<file path="config.mk">
export PLATFORM = sky130hd
export DESIGN_NAME = pwr_phy_flat
export DESIGN_NICKNAME = d
export VERILOG_FILES = /design/src/pwr_ctl_pkg.sv /design/src/pwr_link_if.sv /design/src/pwr_phy.sv /design/src/edge_sync.sv /design/src/flat_wrapper.sv
export SDC_FILE = /design/constraint.sdc
export NUM_CORES = 1
export LEC_CHECK = 0
export BUFFER_PORTS_ARGS = -buffer_cell sky130_fd_sc_hd__buf_2
export CELL_PAD_IN_SITES_DETAIL_PLACEMENT = 2
export CELL_PAD_IN_SITES_GLOBAL_PLACEMENT = 2
export CORE_ASPECT_RATIO = 0.8
export CORE_MARGIN = 5
export CORE_UTILIZATION = 30
export CTS_BUF_LIST = sky130_fd_sc_hd__clkbuf_16
export CTS_CLUSTER_SIZE = 16
export DETAILED_ROUTE_END_ITERATION = 8
export HOLD_SLACK_MARGIN = 0.08
export PLACE_DENSITY_LB_ADDON = 0.3
export SLEW_MARGIN = 20
export SYNTH_ARGS = -nofsm -noshare
export SYNTH_HDL_FRONTEND = slang
export SYNTH_HIERARCHICAL = 1
export SYNTH_SLANG_ARGS = --single-unit
</file>
<file path="constraint.sdc">
create_clock -name clk -period 1.8 [get_ports clk]
set_input_delay 0.09 -clock clk [delete_from_list [all_inputs] [get_ports clk]]
set_output_delay 0.09 -clock clk [all_outputs]
set_load 0.02 [all_outputs]
</file>
<file path="src/pwr_ctl_pkg.sv">
// shared constants for the power control register bank and its ulpi-side register access
// assumes a single 20 MHz clock shared by both ends
package pwr_ctl_pkg;
  localparam logic [5:0] ADDR_PWR_WRITE   = 6'h3D;
  localparam logic [5:0] ADDR_PWR_SET     = 6'h3E;
  localparam logic [5:0] ADDR_PWR_CLEAR   = 6'h3F;
  localparam logic [5:0] ADDR_EXT_GATEWAY = 6'h2F;
  localparam logic [7:0] EXT_LIMIT        = 8'h40;
  localparam int         BIT_FALL_EN      = 3;
  localparam int         BIT_RISE_EN      = 2;
  localparam int         BIT_PIN_SELECT   = 0;
  localparam logic [7:0] PWR_CTL_RESET    = 8'h00;
  localparam logic [7:0] PWR_CTL_WMASK    = 8'h0D;
  // access kinds on the register channel
  localparam logic [1:0] OP_WRITE         = 2'h0;
  localparam logic [1:0] OP_READ          = 2'h1;
  // controller-side register map
  localparam logic [3:0] REG_CMD_ADDR     = 4'h0;
  localparam logic [3:0] REG_CMD_DATA     = 4'h1;
  localparam logic [3:0] REG_CMD_GO       = 4'h2;
  localparam logic [3:0] REG_RD_DATA      = 4'h3;
  localparam logic [3:0] REG_IRQ_STATUS   = 4'h4;
  localparam logic [3:0] REG_IRQ_MASK     = 4'h5;
  localparam logic [3:0] REG_LINK_STATE   = 4'h6;
  localparam int         IRQ_DONE         = 0;
  localparam int         IRQ_ALT          = 1;
  localparam int         IRQ_BAD_ADDR     = 2;
endpackage

</file>
<file path="src/pwr_link_if.sv">
// register channel and event lines between phy register bank and link controller
// assumes both ends on one clock
`timescale 1ns/100ps
interface pwr_link_if;
  logic       req;      // one-cycle access request from link
  logic [1:0] op;       // write or read
  logic       ext;      // address is an extended address
  logic [7:0] addr;     // immediate (low 6 bits) or extended address
  logic [7:0] wdata;    // write data
  logic       ack;      // one-cycle completion from phy
  logic [7:0] rdata;    // read data, valid with ack
  logic       alt_int;  // one-cycle rxcmd with alt interrupt bit
  logic       pin_sel;  // shared pin function as seen by link
  modport phy  (input req, op, ext, addr, wdata, output ack, rdata, alt_int, pin_sel);
  modport link (output req, op, ext, addr, wdata, input ack, rdata, alt_int, pin_sel);
endinterface

</file>
<file path="src/pwr_phy.sv">
// phy end: power control register, extended alias decode, bvalid edge rxcmds, shared pin
// assumes link keeps reserved bits zero and stays below extended 40h
`timescale 1ns/100ps
// How it works
// register at 3Dh write, 3Eh set, 3Fh clear
// link never writes reserved bits one
// falling bvalid with enable sends alt rxcmd
// rising bvalid with enable sends alt rxcmd
// otg link uses session valid, not edges
// bit 0 picks reset input or switch output
// link sets bit 0 when ganged switch
// extended 00h-3Fh alias immediate registers
// link avoids extended 40h to FFh
// 2Fh holds no data, only gateway
// set ors bits, clear removes ones
// switch mode ignores pin as reset
module pwr_phy (
  input  wire logic clk,            // clock
  input  wire logic sys_rst,        // power-on reset, sync high
  pwr_link_if.phy   lnk,            // link channel
  input  wire logic bvalid_in,      // b-session-valid comparator, async
  input  wire logic shared_pin_i,   // shared_reset_switch_pin level in
  input  wire logic switch_req,     // power switch wanted on
  output logic      shared_pin_o,   // shared pin drive (power_switch_out_low)
  output logic      shared_pin_oe,  // shared pin enable
  output logic      pin_reset_r     // reset from shared pin, held
);
  logic [7:0] power_control_r;
  logic [7:0] power_control_nxt;
  logic       ack_r;
  logic [7:0] rdata_r;
  logic       alt_r;
  logic       pin_o_r;
  logic       pin_oe_r;
  logic       bv_rise;
  logic       bv_fall;
  logic       pin_level;

  // extended space aliases immediate; upper extended range decodes nothing
  wire       in_range   = ~lnk.ext | (lnk.addr < pwr_ctl_pkg::EXT_LIMIT);
  wire [5:0] eff_addr   = lnk.addr[5:0];
  wire       hit_pc     = in_range & (eff_addr >= pwr_ctl_pkg::ADDR_PWR_WRITE);
  wire       is_wr      = lnk.req & (lnk.op == pwr_ctl_pkg::OP_WRITE);
  wire       is_rd      = lnk.req & (lnk.op == pwr_ctl_pkg::OP_READ);
  // gateway address and holes read zero and take no write
  wire       gateway    = eff_addr == pwr_ctl_pkg::ADDR_EXT_GATEWAY;
  wire [7:0] wmasked    = lnk.wdata & pwr_ctl_pkg::PWR_CTL_WMASK;
  wire       do_write   = is_wr & hit_pc & ~gateway & (eff_addr == pwr_ctl_pkg::ADDR_PWR_WRITE);
  wire       do_set     = is_wr & hit_pc & (eff_addr == pwr_ctl_pkg::ADDR_PWR_SET);
  wire       do_clear   = is_wr & hit_pc & (eff_addr == pwr_ctl_pkg::ADDR_PWR_CLEAR);
  wire       switch_mode = power_control_r[pwr_ctl_pkg::BIT_PIN_SELECT];
  wire       alt_event  = (bv_fall & power_control_r[pwr_ctl_pkg::BIT_FALL_EN])
                        | (bv_rise & power_control_r[pwr_ctl_pkg::BIT_RISE_EN]);

  always_comb begin
    power_control_nxt = power_control_r;
    if (do_write)
      power_control_nxt = wmasked;
    else if (do_set)
      power_control_nxt = power_control_r | wmasked;
    else if (do_clear)
      power_control_nxt = power_control_r & ~lnk.wdata;
  end

  edge_sync u_bvalid (
    .clk      (clk),
    .sys_rst  (sys_rst),
    .async_in (bvalid_in),
    .level    (),
    .rise     (bv_rise),
    .fall     (bv_fall)
  );

  edge_sync u_pin (
    .clk      (clk),
    .sys_rst  (sys_rst),
    .async_in (~shared_pin_i),
    .level    (pin_level),
    .rise     (),
    .fall     ()
  );

  always_ff @(posedge clk) begin
    if (sys_rst) begin
      power_control_r <= pwr_ctl_pkg::PWR_CTL_RESET;
      ack_r           <= 1'b0;
      rdata_r         <= 8'h00;
      alt_r           <= 1'b0;
      pin_o_r         <= 1'b1;
      pin_oe_r        <= 1'b0;
      pin_reset_r     <= 1'b0;
    end else begin
      power_control_r <= power_control_nxt;
      ack_r           <= lnk.req;
      rdata_r         <= (is_rd & hit_pc) ? power_control_r : 8'h00;
      alt_r           <= alt_event;
      pin_oe_r        <= switch_mode;
      pin_o_r         <= ~(switch_mode & switch_req);
      // pin low counts as reset only in input mode; por still resets all
      pin_reset_r     <= ~switch_mode & pin_level;
    end
  end

  assign lnk.ack       = ack_r;
  assign lnk.rdata     = rdata_r;
  assign lnk.alt_int   = alt_r;
  assign lnk.pin_sel   = power_control_r[pwr_ctl_pkg::BIT_PIN_SELECT];
  assign shared_pin_o  = pin_o_r;
  assign shared_pin_oe = pin_oe_r;
endmodule // pwr_phy

</file>
<file path="src/edge_sync.sv">
// two-flop synchroniser with rise and fall pulses
// assumes input is asynchronous to clk
`timescale 1ns/100ps
module edge_sync (
  input  wire logic clk,       // clock
  input  wire logic sys_rst,   // sync reset
  input  wire logic async_in,  // raw input
  output logic      level,     // synchronised level
  output logic      rise,      // low to high pulse
  output logic      fall       // high to low pulse
);
  logic meta_r;
  logic sync_r;
  logic prev_r;
  always_ff @(posedge clk) begin
    if (sys_rst) begin
      meta_r <= 1'b0;
      sync_r <= 1'b0;
      prev_r <= 1'b0;
    end else begin
      meta_r <= async_in;
      sync_r <= meta_r;
      prev_r <= sync_r;
    end
  end
  assign level = sync_r;
  assign rise  = sync_r & ~prev_r;
  assign fall  = ~sync_r & prev_r;
endmodule // edge_sync

</file>
<file path="src/flat_wrapper.sv">
// flat-port wrapper written by rule: the top's interface ports become plain ports
module pwr_phy_flat 
  (clk, sys_rst, bvalid_in, shared_pin_i, switch_req, shared_pin_o, shared_pin_oe, pin_reset_r, lnk_req, lnk_op, lnk_ext, lnk_addr, lnk_wdata, lnk_ack, lnk_rdata, lnk_alt_int, lnk_pin_sel);
  pwr_link_if lnk_i ();
  input  wire logic clk;
  input  wire logic sys_rst;
  input  wire logic bvalid_in;
  input  wire logic shared_pin_i;
  input  wire logic switch_req;
  output logic shared_pin_o;
  output logic shared_pin_oe;
  output logic pin_reset_r;
  input wire logic [$bits(lnk_i.req)-1:0] lnk_req;
  input wire logic [$bits(lnk_i.op)-1:0] lnk_op;
  input wire logic [$bits(lnk_i.ext)-1:0] lnk_ext;
  input wire logic [$bits(lnk_i.addr)-1:0] lnk_addr;
  input wire logic [$bits(lnk_i.wdata)-1:0] lnk_wdata;
  output wire logic [$bits(lnk_i.ack)-1:0] lnk_ack;
  output wire logic [$bits(lnk_i.rdata)-1:0] lnk_rdata;
  output wire logic [$bits(lnk_i.alt_int)-1:0] lnk_alt_int;
  output wire logic [$bits(lnk_i.pin_sel)-1:0] lnk_pin_sel;
  assign lnk_i.req = lnk_req;
  assign lnk_i.op = lnk_op;
  assign lnk_i.ext = lnk_ext;
  assign lnk_i.addr = lnk_addr;
  assign lnk_i.wdata = lnk_wdata;
  assign lnk_ack = lnk_i.ack;
  assign lnk_rdata = lnk_i.rdata;
  assign lnk_alt_int = lnk_i.alt_int;
  assign lnk_pin_sel = lnk_i.pin_sel;
  pwr_phy u_core (.clk(clk), .sys_rst(sys_rst), .lnk(lnk_i), .bvalid_in(bvalid_in), .shared_pin_i(shared_pin_i), .switch_req(switch_req), .shared_pin_o(shared_pin_o), .shared_pin_oe(shared_pin_oe), .pin_reset_r(pin_reset_r));
endmodule
</file>
==> impl_results.md, run 1 <==
- Number of buffer and inverter stages on the critical path: 3
- Max FO, Critical Path: 2
- Hold WC Path Type: primary input to register
- CP arrival: ~1.4 ns
- Post-CTS setup buffers: 0
- Detailed Routing Iterations Pass 1: 4
- Inserted Clock Buffers: 3
- Worst Path Required: 1.93 ns
- Fin crit share: 0.697
- CP delay by family, top: buffers and inverters
- Port bufs: 38
- Crit. End Element: register
- Syn-to-layout area delta: 43.1%
- Vias in the first global route: 828
- Hold Vio Cnt, Final: 0
- Die X: slightly above 70 um
- Worst slew pin tran: around 0.55 ns
- CTS tree: built
- DRC Markers: 0
- DR WL/cell: about 13 um
- Fmax achieved: about 0.80 GHz
- Placed Cells: 161
- Fin cells: between 150 and 200
- Nets: 157
- Crit-path slowest cell: dlygate4sd3_1
- Die Area: 4330 um^2
- RSZ-0062 raised after global routing: false
- Endpoints failing setup: 0
- Mapped Nets: ~110
- Clock Pin Slew Worst Setup and Hold Paths: about 0.07 ns
- Largest net degree at the start of global routing: 19
- Post-CTS sizing: 0
- Layout cells sized above 1: 0.359
- Top-Level Pins: 39
- Outcome: finished, final reports clean
- Crit path largest cell delay: approximately 0.53 ns
- Max-slew headroom: 0.624
- Met2 usage: 0.214
- Starting Density: 0.307
- Hold WS: roughly 0.090 ns
- Core Rows: 18
- M3 GR Usage: 0.0487
- Crit start category: primary input
- Pre-CTS WS: approximately 0.41 ns
- Placed cell area: ~1200 um^2
- CTS hold repair buffers: 5
- Total Routing Usage GR: 0.117
- Design Power: about 1.3 mW
- Peak VDD IR: between 400 and 500 uV
- Fin crit period: ~1.3 ns
- Pleak: around 0.6 nW
- Antenna violations before repair: 0
- Clk Latency, worst-skew pair: 0.26 ns
- CORE AREA: roughly 3000 um^2
- Ant. Diodes: 0
- Synthesized cell area: about 930 um^2
- Height of the die: 59.9 um
- Clk sinks: 26
- CP Cell Sequence: dlygate4sd3_1, buf_2, inv_1, a2111oi_0, o2bb2ai_1
- Final slew viol count: 0
- Cells after Synth: 84
- Finished Cell Area: between 1000 and 1500 um^2
- Pwr/cell area: 978 nW/um^2
- CTS Buffer Depth: 2
- Routed via count: 780
- WS Path Type: primary input to register
- Max Clock Skew: 0.000737 ns
- Initial DRC count: 27
- Max Cap Violations: 0
- Final core utilization: 0.439
- First-pass GRT wire length: between 3000 and 4000 um
- CTS H-tree lvls: 1
- Final WL: 2250 um
- Synth warn: 6
- Root buffer cell: clkbuf_16
- Routability Congestion: 0.688
- GRT overflow: 0
- GRT Max-Usage Layer: met2
- Synth Area per Inst: ~11 um^2
- Detailed Place HPWL: roughly 1700 um
- Setup total negative slack: 0 ns
- Antenna-violating nets left: 0
- Vias per inst: 4.56
- Setup ws final: roughly 0.55 ns
- M1 GR Usage: 0.123
cell type report:
type / instances / area, um^2
fill: 336 / 1710
sequential: 26 / 520
multi-input combinational: 53 / 393
timing repair buffer: 44 / 250
clock buffer: 3 / 75.1
tap: 40 / 50.0
clock inverter: 1 / 30.0
inverter: 4 / 15.0
power breakdown:
part,internal [mW],switching (mW)
combinational,0.0438,0.0341
clock,0.442,0.200
sequential,0.582,0.00206
cell usage in the layout (no fill, tap or decap), drive strengths merged:
cell / n
xnor2: 1
buf: 38
nand2b: 12
a22o: 1
a21oi: 5
nand3b: 1
a2111o: 1
bufinv: 1
a2111oi: 2
o2bb2ai: 2
nor2: 2
nor2b: 9
nand2: 1
dfxtp: 26
and4: 1
nand4b: 1
dlygate4sd3: 6
nor4b: 1
nor4: 1
a22oi: 1
o21ai: 1
nor3b: 2
clkbuf: 3
inv: 4
and2: 8
worst paths after layout:
check	from	to	slack, ns	depth (start not counted)
max	lnk_wdata[3]	register	0.55	5
min	shared_pin_i	u_core/u_pin/meta_r	0.09	3
max reg2reg	register	register	0.97	2
min reg2reg	u_core/power_control_r[7]	u_core/power_control_r[7]	0.45	2
tightest hold or removal path: cells and delay by family:
| kind | cells | cell delay, ns |
|---|---|---|
| and+or+nand+nor | 1 | 0.11 |
| buffers and inverters | 2 | 0.09 |
layer usage:
| layer | vias to the layer above | share of wire |
|---|---|---|
| met2 | 25 | 0.49 |
| met1 | 375 | 0.42 |
| met3 | 2 | 0.081 |
| met5 | - | 0 |
| met4 | 0 | 0.0075 |
| li1 | 378 | - |
No activity file was read; power rests on OpenSTA's default activity.
==> run 2, diff against run 1 <==
- CORE_UTILIZATION: 30 -> 25
- clock period: 1.8 -> 1.02 ns (I/O delays scaled with it)
==> run 2 against run 1 <==
Against the previous run: flip-flop and latch count did not move; sequential power increased by 76%; global-route usage down 0.28 points; clock skew grew 0.0039 ns; largest cell class unchanged; non-clock buffer count increased by 8; worst setup slack lost 0.49 ns; clock power up 36%; sequential share of layout area down 1.5 points; core utilization fell by 4.4 points; hold slack got worse by 0.019 ns; via count is 4.1% higher; register-to-register slack worse by 0.82 ns.
==> impl_results.md, run 2 (synthesis gave the netlist of run 1 again) <==
- Clk Latency, worst-skew pair: 0.26 ns (about the same)
- Max FO, Critical Path: 3 (+1)
- GRT overflow: 0 (unchanged)
- CP Cell Sequence: buf_2, and4_4, nand3b_1, a2111oi_0, o2bb2ai_1
- CTS H-tree lvls: 1 (unchanged)
- Max Cap Violations: 0 (unchanged)
- # fillers: 398 (+18%)
- Vias in the first global route: 935 (+13%)
- Design Power: 2.07 mW (+59%)
- Clock Pin Slew Worst Setup and Hold Paths: 0.07 ns (about the same)
- Vias per inst: 4.49 (-1.6%)
- Ant. Diodes: 0 (unchanged)
- Starting Density: 0.265 (-0.0416)
- Crit. End Element: register
- Root buffer cell: clkbuf_16
- Detailed Place HPWL: 1990 um (+19%)
- Fin crit period: 0.969 ns
- Inserted Clock Buffers: 3 (unchanged)
- CORE AREA: 3520 um^2 (+16%)
- Worst slew pin tran: 0.462 ns (-0.0878 ns)
- Detailed Routing Iterations Pass 1: 3 (-1)
- Antenna violations before repair: 0 (unchanged)
- Hold WC Path Type: primary input to register
- Routability Congestion: 0.688 (about the same)
- Pwr/cell area: 1490 nW/um^2 (+52%)
- Core Rows: 19 (+1)
- Nets: 165 (+5.1%)
- Die X: 78.3 um (+8.2%)
- Fin crit share: 0.950
- Routed via count: 812 (+4.1%)
- Die Area: 5060 um^2 (+17%)
- Most frequent cells in the layout: buf_2 (38), dfxtp_1 (26), nand2b_1 (12)
- CP delay by family, top: compound AO/OA/AOI/OAI gates
- Placed cell area: 1200 um^2 (+2.8%)
- DRC Markers: 0 (unchanged)
- Hold Vio Cnt, Final: 0 (unchanged)
- CTS tree: built
- Crit-path slowest cell: a2111oi_0
- Pleak: 0.623 nW (+3.3%)
- DR WL/cell: 14.6 um (+11%)
- Final core utilization: 0.395 (-0.0439)
- Largest net degree at the start of global routing: 15 (-4)
- Max-slew headroom: 0.684 (+0.0600)
- Peak VDD IR: 591 uV (+41%)
- Crit path largest cell delay: 0.51 ns (-0.02 ns)
- Crit start category: primary input
- Final WL: 2640 um (+17%)
- First-pass GRT wire length: 4340 um (+14%)
- Endpoints failing setup: 0 (unchanged)
- Max Clock Skew: 0.00464 ns (+0.00391 ns)
- Port bufs: 38 (unchanged)
- Layout cells sized above 1: 0.367 (+0.00813)
- Final slew viol count: 0 (unchanged)
- Post-CTS setup buffers: 0 (unchanged)
- Syn-to-layout area delta: 49.0%
- Fmax achieved: a little over 1 GHz
- Top-Level Pins: 39 (unchanged)
- WS Path Type: primary input to register
- CP arrival: 1.11 ns (-0.28 ns)
- Antenna-violating nets left: 0 (unchanged)
- RSZ-0062 raised after global routing: false
- Initial DRC count: 22 (-19%)
- Clk sinks: 26 (unchanged)
- Most common cell after layout, fill and taps aside: buf_2
- CTS Buffer Depth: 2 (unchanged)
- Total Routing Usage GR: 0.114 (-0.00275)
- Outcome: finished, final reports clean
- Worst Path Required: 1.16 ns (-0.77 ns)
- Height of the die: 64.6 um (+8.0%)
- Finished Cell Area: 1390 um^2 (+4.1%)
- Number of buffer and inverter stages on the critical path: 1 (-2)
[run 2: stage by stage]
step / cells / hold WS (ns) / TNS [ns] / setup WS, ns
final: 181 / 0.0709 / 0 / 0.0514
after global routing: 181 / 0.0823 / 0 / 0.0170
after CTS: 181 / 0.0814 / 0 / 0.0217
after detailed placement: 167 / 0.222 / -3.07 / -0.267
after global placement: 167 / 0.211 / -2.29 / -0.226
after floorplan: 84 / 0.113 / -0.0670 / -0.0670
[run 2: worst register-to-register path: cells and delay by family, from the launching register on]
| kind | cells | cell delay, ns |
|---|---|---|
| DFF | 1 | 0.36 |
| and+or+nand+nor | 1 | 0.28 |
| AOI/OAI and AO/OA | 1 | 0.19 |
[run 2: worst paths after layout]
kind | endpoint | cells past startpoint | start | slack, ns
min | u_core/power_control_r[6] | 3 | lnk_wdata[6] | 0.07
min reg2reg | u_core/u_pin/level | 1 | u_core/u_pin/meta_r | 0.45
max | register | 5 | lnk_addr[2] | 0.05
max reg2reg | register | 2 | register | 0.15
[run 2: per-layer routing]
metal  global-route usage  wire (um)
met5                    0          0
met3               0.0457        169
met2                0.214       1410
met4               0.0524         52
met1                0.110       1020
[run 2: report_power, final]
group          total, mW  internal [mW]  switching (mW)
Clock              0.877          0.525           0.352
Combinational      0.163         0.0933          0.0692
Sequential          1.03           1.03         0.00349
Total               2.07           1.65           0.425
[run 2: cell type report]
type	instances	area [um^2]	area share
flip-flops and latches	26	520	0.375
clock inverters	1	3.75	0.00270
inverters	4	15.0	0.0108
repair buffers	52	324	0.233
multi-input cells	53	398	0.286
clock buffers	3	75.1	0.0541
well taps	42	52.6	0.0378
[run 2: repair_timing]
item / in CTS / in global routing
gates resized for setup: 0 / 3
endpoints found under the setup margin: 0 / 11
hold buffers: 10 / 0
endpoints found under the hold margin: 10 / 0
==> run 3, diff against run 2 <==
- clock period: 1.02 -> 0.86 ns (I/O delays scaled with it)
==> run 3 against run 2 <==
Against the previous run: the flow now finishes with violations (setup timing); total power up 35%; die area did not move; non-clock buffer count is 3 higher; flip-flop and latch count unchanged; wire length up 4.0%; largest cell class unchanged; core utilization increased by 2.8 points; sequential share of layout area fell by 2.4 points; count of clock-buffer cells in the layout did not move; cell count rose by 1.7%; clock skew is 0.0014 ns lower.
==> impl_results.md, run 3 (synthesis gave the netlist of run 1 again) <==
- Most frequent cells in the layout: buf_2 (33), dfxtp_1 (25), nand2b_1 (12)
- Nets: 168 (+1.8%)
- Endpoints failing setup: 11 (+11)
- Clk Latency, worst-skew pair: 0.26 ns (about the same)
- Port bufs: 38 (unchanged)
- Violated checks: setup timing
- GRT overflow: 0 (unchanged)
- Crit. End Element: register
- Routed via count: 824 (+1.5%)
- Largest net degree at the start of global routing: 16 (+1)
- Outcome: finished, violations left
- Clock Pin Slew Worst Setup and Hold Paths: 0.06 ns (about the same)
- Routability Congestion: 0.702 (+2.1%)
- Crit start category: primary input
- Antenna violations before repair: 0 (unchanged)
- CP arrival: 1.13 ns (+0.02 ns)
- RSZ-0062 raised after global routing: true
- Fmax achieved: 1.01 GHz
- Sw Ratio: 0.185 (-0.0208)
- Setup total negative slack: -0.699 ns (-0.699 ns)
- CP Cell Sequence: buf_6, and4_4, nand3b_1, a2111oi_1, o2bb2ai_1
- Number of buffer and inverter stages on the critical path: 1 (unchanged)
- WS Path Type: primary input to register
- # fillers: 387 (-2.8%)
- Power share of the combinational group: 0.078 (about the same)
- Max FO, Critical Path: 3 (unchanged)
- Pleak: 0.661 nW (+6.2%)
- DR WL/cell: 14.9 um (+2.3%)
- Ant. Diodes: 0 (unchanged)
- Crit-path slowest cell: a2111oi_1
- Die X: 78.3 um (unchanged)
- Detailed Place HPWL: 2010 um (+1.2%)
- Setup ws final: -0.130 ns (-0.181 ns)
- Peak VDD IR: 825 uV (+40%)
- CP delay by family, top: compound AO/OA/AOI/OAI gates
- Power share of the clock group: 0.484 (+0.060)
- Final core utilization: 0.423 (+0.0281)
- Core Rows: 19 (unchanged)
- Top-Level Pins: 39 (unchanged)
- Finished Cell Area: 1490 um^2 (+7.1%)
- Hold WC Path Type: primary input to register
- Worst reg2reg path depth: 2 (unchanged)
- Vias per inst: 4.48 (-0.18%)
- CORE AREA: 3520 um^2 (unchanged)
- Hold Vio Cnt, Final: 0 (unchanged)
- Antenna-violating nets left: 0 (unchanged)
- Min-Delay Path Depth: 3 (unchanged)
- Vias in the first global route: 908 (-2.9%)
- CTS Buffer Depth: 2 (unchanged)
- Max-slew headroom: 0.688 (+0.00393)
- Layout cells sized above 1: 0.415 (+0.0486)
- Crit path largest cell delay: 0.50 ns (about the same)
- Inserted Clock Buffers: 3 (unchanged)
- Max Cap Violations: 0 (unchanged)
- Worst R2R Setup Slack: 0.03 ns (-0.12 ns)
- Worst hold start: lnk_wdata[4]
- Syn-to-layout area delta: 59.6%
- DRC Markers: 0 (unchanged)
- Root buffer cell: clkbuf_16
- NetSw: 0.514 mW (+21%)
- Final slew viol count: 0 (unchanged)
- Initial DRC count: 26 (+18%)
- Pwr/cell area: 1870 nW/um^2 (+26%)
- Most common cell after layout, fill and taps aside: buf_2
- Detailed Routing Iterations Pass 1: 2 (-1)
- Fin crit share: 1.15
- Placed cell area: 1220 um^2 (+1.9%)
- First-pass GRT wire length: 4490 um (+3.3%)
- Starting Density: 0.265 (unchanged)
- CTS tree: built
- Internal power: 2.27 mW (+38%)
- Fin crit period: approximately 0.99 ns
- Post-CTS setup buffers: 0 (unchanged)
- Final WL: 2750 um (+4.0%)
- Clk sinks: 26 (unchanged)
- Max Clock Skew: 0.00323 ns (-0.00141 ns)
- WHS Endpoint: u_core/power_control_r[4]
- Die Area: 5060 um^2 (unchanged)
- Height of the die: 64.6 um (unchanged)
- Total Routing Usage GR: 0.118 (+0.00431)
- Design Power: 2.79 mW (+35%)
- Worst slew pin tran: 0.466 ns (+0.00432 ns)
- Worst Path Required: 1.00 ns (-0.16 ns)
- CTS H-tree lvls: 1 (unchanged)
- Seq pwr share: 0.438 (-0.060)
## run 3: cell count changes in the layout (fill, tap and decap cells not counted), sizes merged
cell	before	now
buf	42	44
bufinv	0	1
clkinv	1	0
dlygate4sd3	10	11
## run 3: metrics by stage
stage / setup WS [ns] / std cells / hold WS [ns]
floorplan: -0.219 / 84 / 0.105
global placement: -0.375 / 170 / 0.204
detailed placement: -0.441 / 170 / 0.213
CTS: -0.0881 / 184 / 0.0970
global route: -0.168 / 184 / 0.0742
finish: -0.130 / 184 / 0.0785
## run 3: cell type report
type	instances	area (um^2)	area share
tap	42	52.6	0.0353
sequential	26	522	0.351
clock buffer	3	75.1	0.0505
clock inverter	1	30.0	0.0202
multi-input combinational	53	413	0.278
inverter	4	15.0	0.0101
timing repair buffer	55	380	0.256
## run 3: worst max path at each step
stage / start / endpoint / slack [ns] / depth (start not counted)
after global placement: lnk_addr[6] / register / -0.37 / 5
final: lnk_addr[4] / register / -0.13 / 5
after detailed placement: lnk_addr[6] / register / -0.44 / 5
after CTS: lnk_addr[4] / register / -0.09 / 5
after floorplan: lnk_addr[4] / register / -0.22 / 4
after global routing: lnk_addr[4] / register / -0.17 / 5
## run 3: routing by layer
| layer | GRT usage | vias to the layer above | routed length [um] |
|---|---|---|---|
| met2 | 0.219 | 23 | 1490 |
| li1 | - | 400 | - |
| met5 | 0 | - | 0 |
| met4 | 0.0459 | 0 | 25 |
| met3 | 0.0499 | 2 | 182 |
| met1 | 0.118 | 399 | 1050 |
## run 3: power groups by stage
stage	Clock (mW)	Sequential, mW	Combinational (mW)
5_1_grt	1.45	1.22	0.236
3_3_place_gp	0	1.25	0.156
3_5_place_dp	0	1.25	0.164
2_1_floorplan	0	1.25	0.0539
6_report	1.35	1.22	0.218
4_1_cts	1.39	1.22	0.214
## run 3: worst min-delay path, delay by kind of cell
| family | cells | cell delay (ns) |
|---|---|---|
| buf+inv | 1 | 0.08 |
| compound gates | 1 | 0.06 |
| simple gates | 1 | 0.11 |
## run 3: repair_timing
action / 4_1_cts / 5_1_grt
setup endpoints to repair: 13 / 12
pin swaps: 5 / 3
hold buffers: 11 / 0
gates resized for setup: 9 / 6
endpoints found under the hold margin: 11 / 0
